File: src/cise_pkg.sv
// Functional notes
// - A word 11 111x plus an 8-bit literal adds the literal to the accumulator, x ignored.
// - A word 11 1001 plus a literal ANDs it into the accumulator and updates only zero.
// - A word 00 0111 d f adds accumulator and file register, updating carry, digit carry, zero.
// - File-register results go to the accumulator when d is 0 and to the file register when 1.
// - A word 00 0101 d f ANDs accumulator with the file register, routed by d, zero only.
// - A word 00 0100 d f ORs accumulator with the file register, routed by d, zero only.
// - A word 00 1010 d f adds one to the file register, routed by d, zero only.
// - A word 10 1 plus 11 bits loads pc bits 10:0 and copies latch bits 4:3 into pc bits 12:11.
// - The branch takes two cycles, the second doing nothing, and touches no flag.
// - Each single-cycle instruction runs decode, read, process and write in four phases.
package cise_pkg;
  localparam int ACC_W   = 8;
  localparam int INSTR_W = 14;
  localparam int PC_W    = 13;
  localparam int FADDR_W = 7;
  localparam int LATCH_W = 5;
  localparam int FILE_DEPTH = 128;

  // instruction fields
  localparam int DEST_BIT   = 7;
  localparam int LIT_MSB    = 7;
  localparam int FADDR_MSB  = 6;
  localparam int BR_MSB     = 10;
  localparam int LATCH_HI   = 4;
  localparam int LATCH_LO   = 3;

  // opcode patterns
  localparam logic [4:0] OPC_ADD_LIT  = 5'h1F;
  localparam logic [5:0] OPC_AND_LIT  = 6'h39;
  localparam logic [5:0] OPC_ADD_FILE = 6'h07;
  localparam logic [5:0] OPC_AND_FILE = 6'h05;
  localparam logic [5:0] OPC_OR_FILE  = 6'h04;
  localparam logic [5:0] OPC_INC_FILE = 6'h0A;
  localparam logic [2:0] OPC_BRANCH   = 3'h5;

  // register offsets
  localparam logic [7:0] REG_CTRL   = 8'h00;
  localparam logic [7:0] REG_ACC    = 8'h04;
  localparam logic [7:0] REG_STATUS = 8'h08;
  localparam logic [7:0] REG_PC     = 8'h0C;
  localparam logic [7:0] REG_LATCH  = 8'h10;
  localparam logic [7:0] REG_FADDR  = 8'h14;
  localparam logic [7:0] REG_FDATA  = 8'h18;
  localparam logic [7:0] REG_INSTR  = 8'h1C;

  // bit positions
  localparam int CTRL_RUN = 0;
  localparam int STAT_C   = 0;
  localparam int STAT_DC  = 1;
  localparam int STAT_Z   = 2;

  // reset values
  localparam logic [ACC_W-1:0]   ACC_RST   = 8'h00;
  localparam logic [PC_W-1:0]    PC_RST    = 13'h0000;
  localparam logic [LATCH_W-1:0] LATCH_RST = 5'h00;
  localparam logic [INSTR_W-1:0] INSTR_RST = 14'h0000;

  typedef enum logic [2:0] {
    OP_NONE               = 3'b000,
    OP_ADD_LITERAL_TO_ACC = 3'b001,
    OP_AND_LITERAL_WITH_ACC = 3'b010,
    OP_ADD_ACC_AND_FILE   = 3'b011,
    OP_AND_ACC_WITH_FILE  = 3'b100,
    OP_OR_ACC_WITH_FILE   = 3'b101,
    OP_INCREMENT_FILE     = 3'b110,
    OP_UNCONDITIONAL_BRANCH = 3'b111
  } cise_op_t;

  typedef enum logic [2:0] {
    ST_IDLE = 3'b000,
    ST_Q1   = 3'b001,
    ST_Q2   = 3'b010,
    ST_Q3   = 3'b011,
    ST_Q4   = 3'b100
  } cise_state_t;
endpackage

File: src/cise_alu.sv
`timescale 1ns/1ps
module cise_alu (
  input  wire cise_pkg::cise_op_t              i_op,
  input  wire logic [cise_pkg::ACC_W-1:0]      i_acc,
  input  wire logic [cise_pkg::ACC_W-1:0]      i_file,
  input  wire logic [cise_pkg::ACC_W-1:0]      i_lit,
  output logic      [cise_pkg::ACC_W-1:0]      o_result,
  output logic                                 o_carry,
  output logic                                 o_dcarry,
  output logic                                 o_zero
);
  logic [cise_pkg::ACC_W:0] sum9;
  logic [4:0]               nib;
  logic [cise_pkg::ACC_W-1:0] addend;

  always_comb begin
    addend = (i_op == cise_pkg::OP_ADD_LITERAL_TO_ACC) ? i_lit : i_file;
    sum9 = {1'b0, i_acc} + {1'b0, addend};
    nib  = {1'b0, i_acc[3:0]} + {1'b0, addend[3:0]};
    case (i_op)
      cise_pkg::OP_ADD_LITERAL_TO_ACC,
      cise_pkg::OP_ADD_ACC_AND_FILE:     o_result = sum9[7:0];
      cise_pkg::OP_AND_LITERAL_WITH_ACC: o_result = i_acc & i_lit;
      cise_pkg::OP_AND_ACC_WITH_FILE:    o_result = i_acc & i_file;
      cise_pkg::OP_OR_ACC_WITH_FILE:     o_result = i_acc | i_file;
      cise_pkg::OP_INCREMENT_FILE:       o_result = i_file + 8'h01;
      default:                           o_result = i_acc;
    endcase
    o_carry  = sum9[8];
    o_dcarry = nib[4];
    o_zero   = (o_result == 8'h00);
  end
endmodule

File: src/cise_core.sv
`timescale 1ns/1ps
module cise_core (
  input  wire logic                           i_ref_clk,
  input  wire logic                           i_rstn,
  input  wire logic                           i_psel,
  input  wire logic                           i_penable,
  input  wire logic                           i_pwrite,
  input  wire logic [7:0]                     i_paddr,
  input  wire logic [31:0]                    i_pwdata,
  output logic      [31:0]                    o_prdata,
  output logic                                o_pready,
  output logic                                o_pslverr,
  input  wire logic [cise_pkg::INSTR_W-1:0]   i_pm_data,
  output logic      [cise_pkg::PC_W-1:0]      o_pm_addr
);
  cise_pkg::cise_state_t              state, next_state;
  cise_pkg::cise_op_t                 op_q, next_op;
  logic                               bubble, next_bubble;
  logic                               run, next_run;
  logic [cise_pkg::PC_W-1:0]          pc, next_pc;
  logic [cise_pkg::INSTR_W-1:0]       instr, next_instr;
  logic [cise_pkg::ACC_W-1:0]         acc, next_acc;
  logic [cise_pkg::ACC_W-1:0]         opnd, next_opnd;
  logic [cise_pkg::ACC_W-1:0]         result, next_result;
  logic                               res_c, next_res_c;
  logic                               res_dc, next_res_dc;
  logic                               res_z, next_res_z;
  logic                               c, next_c;
  logic                               dc, next_dc;
  logic                               z, next_z;
  logic [cise_pkg::LATCH_W-1:0]       latch, next_latch;
  logic [cise_pkg::FADDR_W-1:0]       faddr, next_faddr;
  logic [cise_pkg::ACC_W-1:0]         file_mem [cise_pkg::FILE_DEPTH];
  logic                               mem_we;
  logic [cise_pkg::FADDR_W-1:0]       mem_wa;
  logic [cise_pkg::ACC_W-1:0]         mem_wd;
  logic [cise_pkg::ACC_W-1:0]         alu_result;
  logic                               alu_c;
  logic                               alu_dc;
  logic                               alu_z;
  logic [31:0]                        prdata, next_prdata;
  logic                               slverr, next_slverr;
  logic [31:0]                        rd_data;
  logic                               mapped;
  logic                               apb_wr;
  logic                               core_busy;
  logic [cise_pkg::FADDR_W-1:0]       fsel;

  function automatic cise_pkg::cise_op_t decode_op(input logic [cise_pkg::INSTR_W-1:0] w);
    cise_pkg::cise_op_t op;
    op = cise_pkg::OP_NONE;
    if (w[13:9] == cise_pkg::OPC_ADD_LIT)
      op = cise_pkg::OP_ADD_LITERAL_TO_ACC;
    else if (w[13:8] == cise_pkg::OPC_AND_LIT)
      op = cise_pkg::OP_AND_LITERAL_WITH_ACC;
    else if (w[13:8] == cise_pkg::OPC_ADD_FILE)
      op = cise_pkg::OP_ADD_ACC_AND_FILE;
    else if (w[13:8] == cise_pkg::OPC_AND_FILE)
      op = cise_pkg::OP_AND_ACC_WITH_FILE;
    else if (w[13:8] == cise_pkg::OPC_OR_FILE)
      op = cise_pkg::OP_OR_ACC_WITH_FILE;
    else if (w[13:8] == cise_pkg::OPC_INC_FILE)
      op = cise_pkg::OP_INCREMENT_FILE;
    else if (w[13:11] == cise_pkg::OPC_BRANCH)
      op = cise_pkg::OP_UNCONDITIONAL_BRANCH;
    return op;
  endfunction

  function automatic logic is_file_op(input cise_pkg::cise_op_t op);
    return (op == cise_pkg::OP_ADD_ACC_AND_FILE) || (op == cise_pkg::OP_AND_ACC_WITH_FILE) ||
           (op == cise_pkg::OP_OR_ACC_WITH_FILE) || (op == cise_pkg::OP_INCREMENT_FILE);
  endfunction

  cise_alu u_alu (
    .i_op     (op_q),
    .i_acc    (acc),
    .i_file   (opnd),
    .i_lit    (instr[cise_pkg::LIT_MSB:0]),
    .o_result (alu_result),
    .o_carry  (alu_c),
    .o_dcarry (alu_dc),
    .o_zero   (alu_z)
  );

  assign core_busy = (state != cise_pkg::ST_IDLE);
  assign fsel      = instr[cise_pkg::FADDR_MSB:0];
  assign o_pm_addr = pc;

  // register decode and read mux
  always_comb begin
    mapped  = 1'b1;
    rd_data = 32'h00000000;
    case (i_paddr)
      cise_pkg::REG_CTRL:   rd_data = 32'(run);
      cise_pkg::REG_ACC:    rd_data = 32'(acc);
      cise_pkg::REG_STATUS: rd_data = 32'({z, dc, c});
      cise_pkg::REG_PC:     rd_data = 32'(pc);
      cise_pkg::REG_LATCH:  rd_data = 32'(latch);
      cise_pkg::REG_FADDR:  rd_data = 32'(faddr);
      cise_pkg::REG_FDATA:  rd_data = 32'(file_mem[faddr]);
      cise_pkg::REG_INSTR:  rd_data = 32'(instr);
      default:              mapped  = 1'b0;
    endcase
  end

  assign o_pready  = i_psel & i_penable;
  assign apb_wr    = i_psel & i_penable & i_pwrite & mapped;
  assign o_prdata  = prdata;
  assign o_pslverr = slverr & o_pready;

  // bus answer is captured in the setup cycle
  always_comb begin
    next_prdata = prdata;
    next_slverr = slverr;
    if (i_psel && !i_penable) begin
      next_prdata = i_pwrite ? 32'h00000000 : rd_data;
      next_slverr = !mapped;
    end
  end

  always_ff @(posedge i_ref_clk or negedge i_rstn) begin
    if (!i_rstn) begin
      prdata <= 32'h00000000;
      slverr <= 1'b0;
    end else begin
      prdata <= next_prdata;
      slverr <= next_slverr;
    end
  end

  // phase sequencer, datapath and software-visible state
  always_comb begin
    next_state  = state;
    next_op     = op_q;
    next_bubble = bubble;
    next_run    = run;
    next_pc     = pc;
    next_instr  = instr;
    next_acc    = acc;
    next_opnd   = opnd;
    next_result = result;
    next_res_c  = res_c;
    next_res_dc = res_dc;
    next_res_z  = res_z;
    next_c      = c;
    next_dc     = dc;
    next_z      = z;
    next_latch  = latch;
    next_faddr  = faddr;
    mem_we      = 1'b0;
    mem_wa      = faddr;
    mem_wd      = 8'h00;
    case (state)
      cise_pkg::ST_IDLE: begin
        if (run)
          next_state = cise_pkg::ST_Q1;
      end
      cise_pkg::ST_Q1: begin
        next_state = cise_pkg::ST_Q2;
        if (bubble) begin
          next_op = cise_pkg::OP_NONE;
        end else begin
          next_instr = i_pm_data;
          next_op    = decode_op(i_pm_data);
          next_pc    = pc + 13'h0001;
        end
      end
      cise_pkg::ST_Q2: begin
        next_state = cise_pkg::ST_Q3;
        next_opnd  = file_mem[fsel];
      end
      cise_pkg::ST_Q3: begin
        next_state  = cise_pkg::ST_Q4;
        next_result = alu_result;
        next_res_c  = alu_c;
        next_res_dc = alu_dc;
        next_res_z  = alu_z;
      end
      cise_pkg::ST_Q4: begin
        next_state  = run ? cise_pkg::ST_Q1 : cise_pkg::ST_IDLE;
        next_bubble = 1'b0;
        if (op_q == cise_pkg::OP_UNCONDITIONAL_BRANCH) begin
          next_pc     = {latch[cise_pkg::LATCH_HI:cise_pkg::LATCH_LO],
                         instr[cise_pkg::BR_MSB:0]};
          next_bubble = 1'b1;
        end else if (op_q != cise_pkg::OP_NONE) begin
          if (is_file_op(op_q) && instr[cise_pkg::DEST_BIT]) begin
            mem_we = 1'b1;
            mem_wa = fsel;
            mem_wd = result;
          end else begin
            next_acc = result;
          end
          next_z = res_z;
          if (op_q == cise_pkg::OP_ADD_LITERAL_TO_ACC || op_q == cise_pkg::OP_ADD_ACC_AND_FILE) begin
            next_c  = res_c;
            next_dc = res_dc;
          end
        end
      end
      default: next_state = cise_pkg::ST_IDLE;
    endcase
    if (apb_wr) begin
      case (i_paddr)
        cise_pkg::REG_CTRL:  next_run   = i_pwdata[cise_pkg::CTRL_RUN];
        cise_pkg::REG_LATCH: next_latch = i_pwdata[cise_pkg::LATCH_W-1:0];
        cise_pkg::REG_FADDR: next_faddr = i_pwdata[cise_pkg::FADDR_W-1:0];
        cise_pkg::REG_ACC: begin
          if (!core_busy)
            next_acc = i_pwdata[cise_pkg::ACC_W-1:0];
        end
        cise_pkg::REG_FDATA: begin
          if (!core_busy) begin
            mem_we = 1'b1;
            mem_wa = faddr;
            mem_wd = i_pwdata[cise_pkg::ACC_W-1:0];
          end
        end
        default: next_run = run;
      endcase
    end
  end

  always_ff @(posedge i_ref_clk or negedge i_rstn) begin
    if (!i_rstn) begin
      state  <= cise_pkg::ST_IDLE;
      op_q   <= cise_pkg::OP_NONE;
      bubble <= 1'b0;
      run    <= 1'b0;
      pc     <= cise_pkg::PC_RST;
      instr  <= cise_pkg::INSTR_RST;
      acc    <= cise_pkg::ACC_RST;
      opnd   <= 8'h00;
      result <= 8'h00;
      res_c  <= 1'b0;
      res_dc <= 1'b0;
      res_z  <= 1'b0;
      c      <= 1'b0;
      dc     <= 1'b0;
      z      <= 1'b0;
      latch  <= cise_pkg::LATCH_RST;
      faddr  <= 7'h00;
      for (int i = 0; i < cise_pkg::FILE_DEPTH; i++)
        file_mem[i] <= 8'h00;
    end else begin
      state  <= next_state;
      op_q   <= next_op;
      bubble <= next_bubble;
      run    <= next_run;
      pc     <= next_pc;
      instr  <= next_instr;
      acc    <= next_acc;
      opnd   <= next_opnd;
      result <= next_result;
      res_c  <= next_res_c;
      res_dc <= next_res_dc;
      res_z  <= next_res_z;
      c      <= next_c;
      dc     <= next_dc;
      z      <= next_z;
      latch  <= next_latch;
      faddr  <= next_faddr;
      if (mem_we)
        file_mem[mem_wa] <= mem_wd;
    end
  end

  // checks
  logic [8:0] chk_sum9;
  logic [4:0] chk_nib;
  logic       at_q4;
  assign chk_sum9 = {1'b0, acc} + {1'b0, opnd};
  assign chk_nib  = {1'b0, acc[3:0]} + {1'b0, opnd[3:0]};
  assign at_q4    = (state == cise_pkg::ST_Q4);
endmodule

File: config.mk
export PLATFORM = sky130hd
export DESIGN_NAME = cise_core
export DESIGN_NICKNAME = d
export VERILOG_FILES = /design/src/cise_pkg.sv /design/src/cise_alu.sv /design/src/cise_core.sv
export SDC_FILE = /design/constraint.sdc
export NUM_CORES = 2
export LEC_CHECK = 0
export BUFFER_PORTS_ARGS = -buffer_cell sky130_fd_sc_hd__buf_2
export CAP_MARGIN = 20
export CORE_MARGIN = 8
export CORE_UTILIZATION = 55
export CTS_BUF_LIST = sky130_fd_sc_hd__clkbuf_16
export CTS_CLUSTER_DIAMETER = 30
export DETAILED_ROUTE_END_ITERATION = 8
export PLACE_DENSITY = 0.71
export REMOVE_ABC_BUFFERS = 1
export SYNTH_ARGS = -nofsm -noshare
export SYNTH_HDL_FRONTEND = slang
export SYNTH_SLANG_ARGS = --single-unit
File: constraint.sdc
create_clock -name i_ref_clk -period 4.73 [get_ports i_ref_clk]
set_clock_uncertainty 0.15 [all_clocks]
set_input_delay 0.2365 -clock i_ref_clk [delete_from_list [all_inputs] [get_ports i_ref_clk]]
set_output_delay 0.2365 -clock i_ref_clk [all_outputs]
set_load 0.01 [all_outputs]
Yosys cells after proc, flatten, opt, wreduce, memory -nomap -nowiden
Cells that the tools add are included.
Word-level totals
  register bits: 1134
  input port bits: 59
  output and inout port bits: 47
  word-level logic and storage cells: 276
Operators by class
  add/subtract/negate cells: 4
  magnitude comparators: 4
  equality and inequality tests: 28
  mux-type cells: 57
  bitwise operators: 12
  reduce and logical (&&, ||, !) cells: 24
Operators by type and width (number)
  bitwise mux 1024 bit: 1
  2-to-1 mux 8 bit: 20
  binary-select mux 8 bit (select 7 bit): 2
  one-hot mux 14 bit (8 select lines): 1
  demux 8 bit (select 7 bit): 1
  2-to-1 mux 7 bit: 7
  one-hot mux 8 bit (5 select lines): 1
  equality test 8 x 5 -> 1 bit (second input constant): 4
  2-to-1 mux 32 bit: 1
  2-to-1 mux 3 bit: 9
  2-to-1 mux 13 bit: 2
  one-hot mux 13 bit (2 select lines): 1
  greater-or-equal comparator 8 bit (second input constant): 3
  NOT 7 -> 8 bit: 3
  equality test 3 bit (second input constant): 6
  equality test 6 x 3 -> 1 bit (second input constant): 3
  bitwise AND 8 bit: 2
  equality test 8 x 4 -> 1 bit (second input constant): 2
  logical NOT 8 bit: 2
  one-hot mux 3 bit (5 select lines): 1
  adder 13 x 1 -> 13 bit (second input constant): 1
  equality test 3 x 2 -> 1 bit (second input constant): 4
  2-to-1 mux 1 bit: 10
  adder 8 x 8 -> 9 bit: 1
  24 further kinds: 41

Logic depth before layout (Yosys ltp)
  word-level depth: 18
  gate-level depth with buffers: 13
  gate-level depth less buffers: 11

Cells and area by module
From an unflattened synthesis, not the netlist that was laid out.
Unflattened totals
  cell total of the unflattened synthesis: 4459
  area, all modules: 61736.7 sq um
Modules (own cells, without submodules)
  cise_core: instances 1, cells an instance 4307, area an instance 60740.8 sq um, seq. area each 27926.8 sq um
  cise_alu: instances 1, cells an instance 152, area an instance 996.0 sq um, seq. area each 0.0 sq um

Least setup slack after synthesis
OpenSTA, ideal clock, no wires.
  path type: register to register
  from: reg op_q[1]
  to: reg res_z
  setup time: 0.110 ns
  arrival: 3.583 ns
  data required time: 4.470 ns
  setup slack: 0.886 ns
  stages on the path, launching flop included: 14
  path buffers: 3
  period minus slack after synthesis: 3.844 ns
  cell sequence: dfrtp_1 buf_2 clkbuf_1 clkbuf_1 nor3_1 mux2_2 ha_1 fa_1 nand3_1 a21o_1 a211o_1 o2111ai_1 and3_1 o41ai_1
On the way
  word-level cells in the longest chain between the ends: 5
  elaborated cells on any way between the ends: 11
  classes of those cells: add/sub (1); eq/ne (6); mux (2); reduce/logical (2)
Ends and longest elaborated chain
  start, declared: RTL line cise_core.sv:17  | cise_pkg::cise_op_t op_q, next_op;
  start signal, assigned: RTL line cise_core.sv:227  | op_q <= cise_pkg::OP_NONE;
  start signal, assigned: RTL line cise_core.sv:247  | op_q <= next_op;
  equality test 3 x 1 -> 1 bit: RTL line cise_alu.sv:17, cise_alu.sv:20
  2-to-1 mux 8 bit: RTL line cise_alu.sv:17  | addend = (i_op == cise_pkg::OP_ADD_LITERAL_TO_ACC) ? i_lit : i_file;
  adder 8 x 8 -> 9 bit: RTL line cise_alu.sv:18  | sum9 = {1'b0, i_acc} + {1'b0, addend};
  one-hot mux 8 bit (5 select lines) (*): RTL line cise_alu.sv:20  | case (i_op)
  logical NOT 8 bit (*): RTL line cise_alu.sv:31  | o_zero = (o_result == 8'h00);
  end signal, assigned: RTL line cise_core.sv:257  | res_z <= next_res_z;
  end, declared: RTL line cise_core.sv:27  | logic res_z, next_res_z;
Every way passes the cells marked *; elsewhere a longest branch is shown, timed or not.
A chain may end at the register's enable or synchronous reset.

Worst setup path in the final report
  from: reg op_q[2]
  to: reg file_mem[762] (netlist name)
On the way
  word-level cells in the longest chain between the ends: 18
  elaborated cells on any way between the ends: 38
  classes of those cells: order compare (2); eq/ne (5); mux (24); bitwise (1); reduce/logical (6)
Ends and longest elaborated chain
  equality test 3 x 2 -> 1 bit or equality test 3 bit (tied branches): RTL line cise_core.sv:70  | return (op == cise_pkg::OP_ADD_ACC_AND_FILE) || (op == cise_pkg::OP_AND_ACC_WITH_FILE) ||
  logical OR 1 bit (2 in series): RTL line cise_core.sv:70
  logical OR 1 bit: RTL line cise_core.sv:71  | (op == cise_pkg::OP_OR_ACC_WITH_FILE) || (op == cise_pkg::OP_INCREMENT_FILE);
  logical AND 1 bit: RTL line cise_core.sv:187  | if (is_file_op(op_q) && instr[cise_pkg::DEST_BIT]) begin
  2-to-1 mux 7 bit: RTL line cise_core.sv:187
  2-to-1 mux 7 bit: RTL line cise_core.sv:186  | end else if (op_q != cise_pkg::OP_NONE) begin
  2-to-1 mux 7 bit: RTL line cise_core.sv:182  | if (op_q == cise_pkg::OP_UNCONDITIONAL_BRANCH) begin
  2-to-1 mux 7 bit: RTL line cise_core.sv:153  | case (state)
  2-to-1 mux 7 bit: RTL line cise_core.sv:213  | if (!core_busy) begin
  2-to-1 mux 7 bit: RTL line cise_core.sv:204  | case (i_paddr)
  2-to-1 mux 7 bit: RTL line cise_core.sv:203  | if (apb_wr) begin
  NOT 7 -> 8 bit (not written as such): RTL line cise_core.sv:264  | file_mem[mem_wa] <= mem_wd;
  greater-or-equal comparator 8 bit (not written as such) or less-than comparator 8 x 1 -> 1 bit (tied branches): RTL line cise_core.sv:264
  logical AND 1 bit (not written as such): RTL line cise_core.sv:264
  2-to-1 mux 8 bit (not written as such): RTL line cise_core.sv:264
  demux 8 bit (select 7 bit): RTL line cise_core.sv:264
  bitwise mux 1024 bit: RTL line cise_core.sv:264
  end signal, assigned by index: RTL line cise_core.sv:264
  end, declared: RTL line cise_core.sv:33  | logic [cise_pkg::ACC_W-1:0] file_mem [cise_pkg::FILE_DEPTH];
Parallel ways exist; a longest one is shown, timed or not.

==> summary.txt <==
Detailed routing
  – Drt first pass iters: 6
  – DR iter-0 viols: 4995
  – Routed len/inst: 31.1 um
  – Routed vias: approximately 43k
  – Residual DRC: 0
  – Vias per cell: ~7
  – Final antenna-violating net count: 0
  – Total length of routed wires: approximately 190000 um

Floorplan
  – I/O Pins: 106
  – Core box area: between 100000 and 150000 um^2
  – Die width: around 350 um
  – Row count: roughly 120
  – Initial Util: a little under three fifths
  – Die area: ~120000 um^2
  – Die height: 351 um

Worst setup path
  – Crit-path max FO: 20
  – Crit path max-delay cell type: nor3_1
  – Largest delay share family, worst path: simple AND/OR/NAND/NOR gates
  – Startpoint types: flop
  – CP bufs+invs: 1
  – Setup slack, reg-to-reg: just under 0.6 ns
  – Cell Chain, Critical Path: buf_4, a21boi_1, o21ai_1, nor3_1, o21a_2, nand2b_1, mux2_4
  – Worst stage delay on the critical path: between 0.8 and 0.9 ns
  – R2r worst-path depth: 7
  – Crit. End Element: flop
  – Critical Path RT: between 5 and 6 ns
  – Critical path type: reg -> reg
  – CP Depth: 7
  – Crit path DAT: around 4.7 ns

Clock network
  – Post-CTS setup buffers: 0
  – CTS H-tree depth: 4
  – TritonCTS clock tree: built
  – Clk slew on worst S/H paths: about 0.06 ns
  – CTS resizes: 0
  – Worst-Skew Late Latency: between 0.8 and 0.9 ns
  – Num CTS Buffers: 234
  – Hold Buf Count CTS: 35
  – Maximum clock path buffer count: 3
  – Sink Count: approximately 1.1k
  – Clock root cell: clkbuf_16

Timing
  – Final setup fails: 0
  – Final period util: between 80% and 90%
  – Tmin final: about 4.2 ns
  – Normalized max-slew margin: about 20%
  – Final WS setup: between 0.5 and 0.6 ns
  – Unrepaired setup endpoints after global routing: false
  – Fmax: between 200 and 250 MHz
  – Smallest hold slack: 0.0465 ns
  – Slew Viols, Final: 0
  – Slew @ Worst Pin: ~1.2 ns
  – Final hold violation count: 0

Yosys
  – Average size of a mapped cell: about 14 um^2
  – Yosys reg bits: 1116
  – Cell Area, Synth: just over 60000 um^2
  – Cell accounting for the most synthesized area: dfrtp_1
  – Synth area leaders: dfrtp_1 (45%), mux4_2 (18%), mux2_2 (15%)
  – Count leader, synth: dfrtp_1
  – Post-synth top cells: dfrtp_1 (1116), mux2_2 (835), mux4_2 (495)
  – Synth warn: 0
  – Post-synth top area share: 45.3%
  – Prevailing post-synth register cell: dfrtp_1
  – Sequential share of the synthesized area: 45.3%
  – Unique masters post-synth: 94
  – Asr flop ratio synth: 100%
  – Post-Syn Instances: about 4.4k
  – Number of synthesized flops with an enable pin: 0

Global routing
  – First-pass GRT wire length: 291000 um
  – Pin count of the biggest net entering global routing: 152
  – Initial antenna violation count: 8
  – Vias in the first global route: ~43k
  – Gr usage total: a little under a third
  – GRT overflow: 0

Cells and area
  – Util after Layout: approximately 65%
  – Layout area overhead: 17.9%
  – Layout cells sized above 1: about 46%
  – Layout Nets: ~4.6k
  – Final Instance Area: between 70000 and 80000 um^2

Placement
  – Port Buffers: 63
  – GP Congestion: a little under 1
  – DP HPWL: between 100000 and 150000 um
  – Place WS: 0.703 ns
  – Post-DP Area: between 60000 and 70000 um^2

Power and ir drop
  – PD cells: ~460 nW/um^2
  – Worst vdd ir: approximately 0.00045 V
  – Total leakage power: 33.3 nW
  – Design Power: around 33 mW

Hold path
  – Hold WC Path Type: in -> reg
  – Hold path depth: 4

Status
  – Outcome: finished, final reports clean

Run
  – Max-cap violations: 0
worst paths after layout:
path,start,endpoint
min reg2reg,o_prdata[12],o_prdata[12]
max reg2reg,op_q[2],file_mem[762]
min,i_pm_data[0],instr[0]
max,op_q[2],file_mem[762]
min in group asynchronous,i_rstn,o_pm_addr[12]
max in group asynchronous,i_rstn,file_mem[343]
report_power, final:
| group | internal, mW | leakage [nW] | switching (mW) |
|---|---|---|---|
| clock | 11.5 | 4.15 | 5.72 |
| combinational | 2.07 | 13.7 | 3.56 |
| sequential | 9.83 | 15.5 | 0.739 |
| total | 23.4 | 33.3 | 10.0 |
worst min-delay path, delay by kind of cell:
kind                   cells  cell delay, ns
buffers and inverters      2            0.63
AO/OA/AOI/OAI              1            0.06
AND/OR/NAND/NOR            1            0.04
cells by family (layout without fill, tap and decap cells):
| kind of cell | Yosys count | after routing | share of synthesized area [%] |
|---|---|---|---|
| muxes | 1505 | 1505 | 36.7 |
| DFF | 1116 | 1116 | 45.3 |
| AOI/OAI and AO/OA | 690 | 690 | 7.77 |
| and+or+nand+nor | 641 | 641 | 6.86 |
| buffers and inverters | 412 | 725 | 3.02 |
| adders and majority gates | 13 | 13 | 0.276 |
| xor gates and xnor gates | 6 | 6 | 0.0852 |
| other | 1 | 22 | 0.00608 |
cell usage in the layout, fill, tap and decap left out, drive strengths merged, types with 73 or more instances in the layout:
cell type / instances
dfrtp: 1116
o21ai: 197
mux4: 495
nor2: 182
o22ai: 75
mux2: 937
clkbuf: 239
buf: 232
a22oi: 121
clkinv: 95
nand2: 236
mux2i: 73
metal layers:
layer | track usage [%] | up-vias | part of all wire (%)
met5 | 0 | - | 0.0072
met4 | 15.6 | 4 | 5.6
met3 | 9.66 | 577 | 11
met2 | 46.3 | 2445 | 45
met1 | 42.8 | 22500 | 39
li1 | - | 17300 | -
through the flow:
step / std cells / TNS, ns
after floorplan: 4000 / -9495.25
after global placement: 5731 / 0
after detailed placement: 5731 / 0
after CTS: 6214 / 0
final: 6218 / 0
after global routing: 6218 / 0
flip-flops by register name, summed over array words and instances, names as in the netlist, 3 cells and up:
signal and cells:
acc 8, state 3, opnd 8, result 8, op_q 3, latch 5, instr 14, faddr 7
o_prdata 14, o_pm_addr 13, file_mem 1024
area by class of cell:
cell class,instances,area [um^2]
sequential,1116,27900
clock inverter,209,2400
clock buffer,239,5980
multi-input combinational,2873,32100
timing repair buffer,266,2300
fill,7850,39200
tap,1500,1880
inverter,11,41.3
antenna,4,10.0
(Power assumes the default switching activity.)
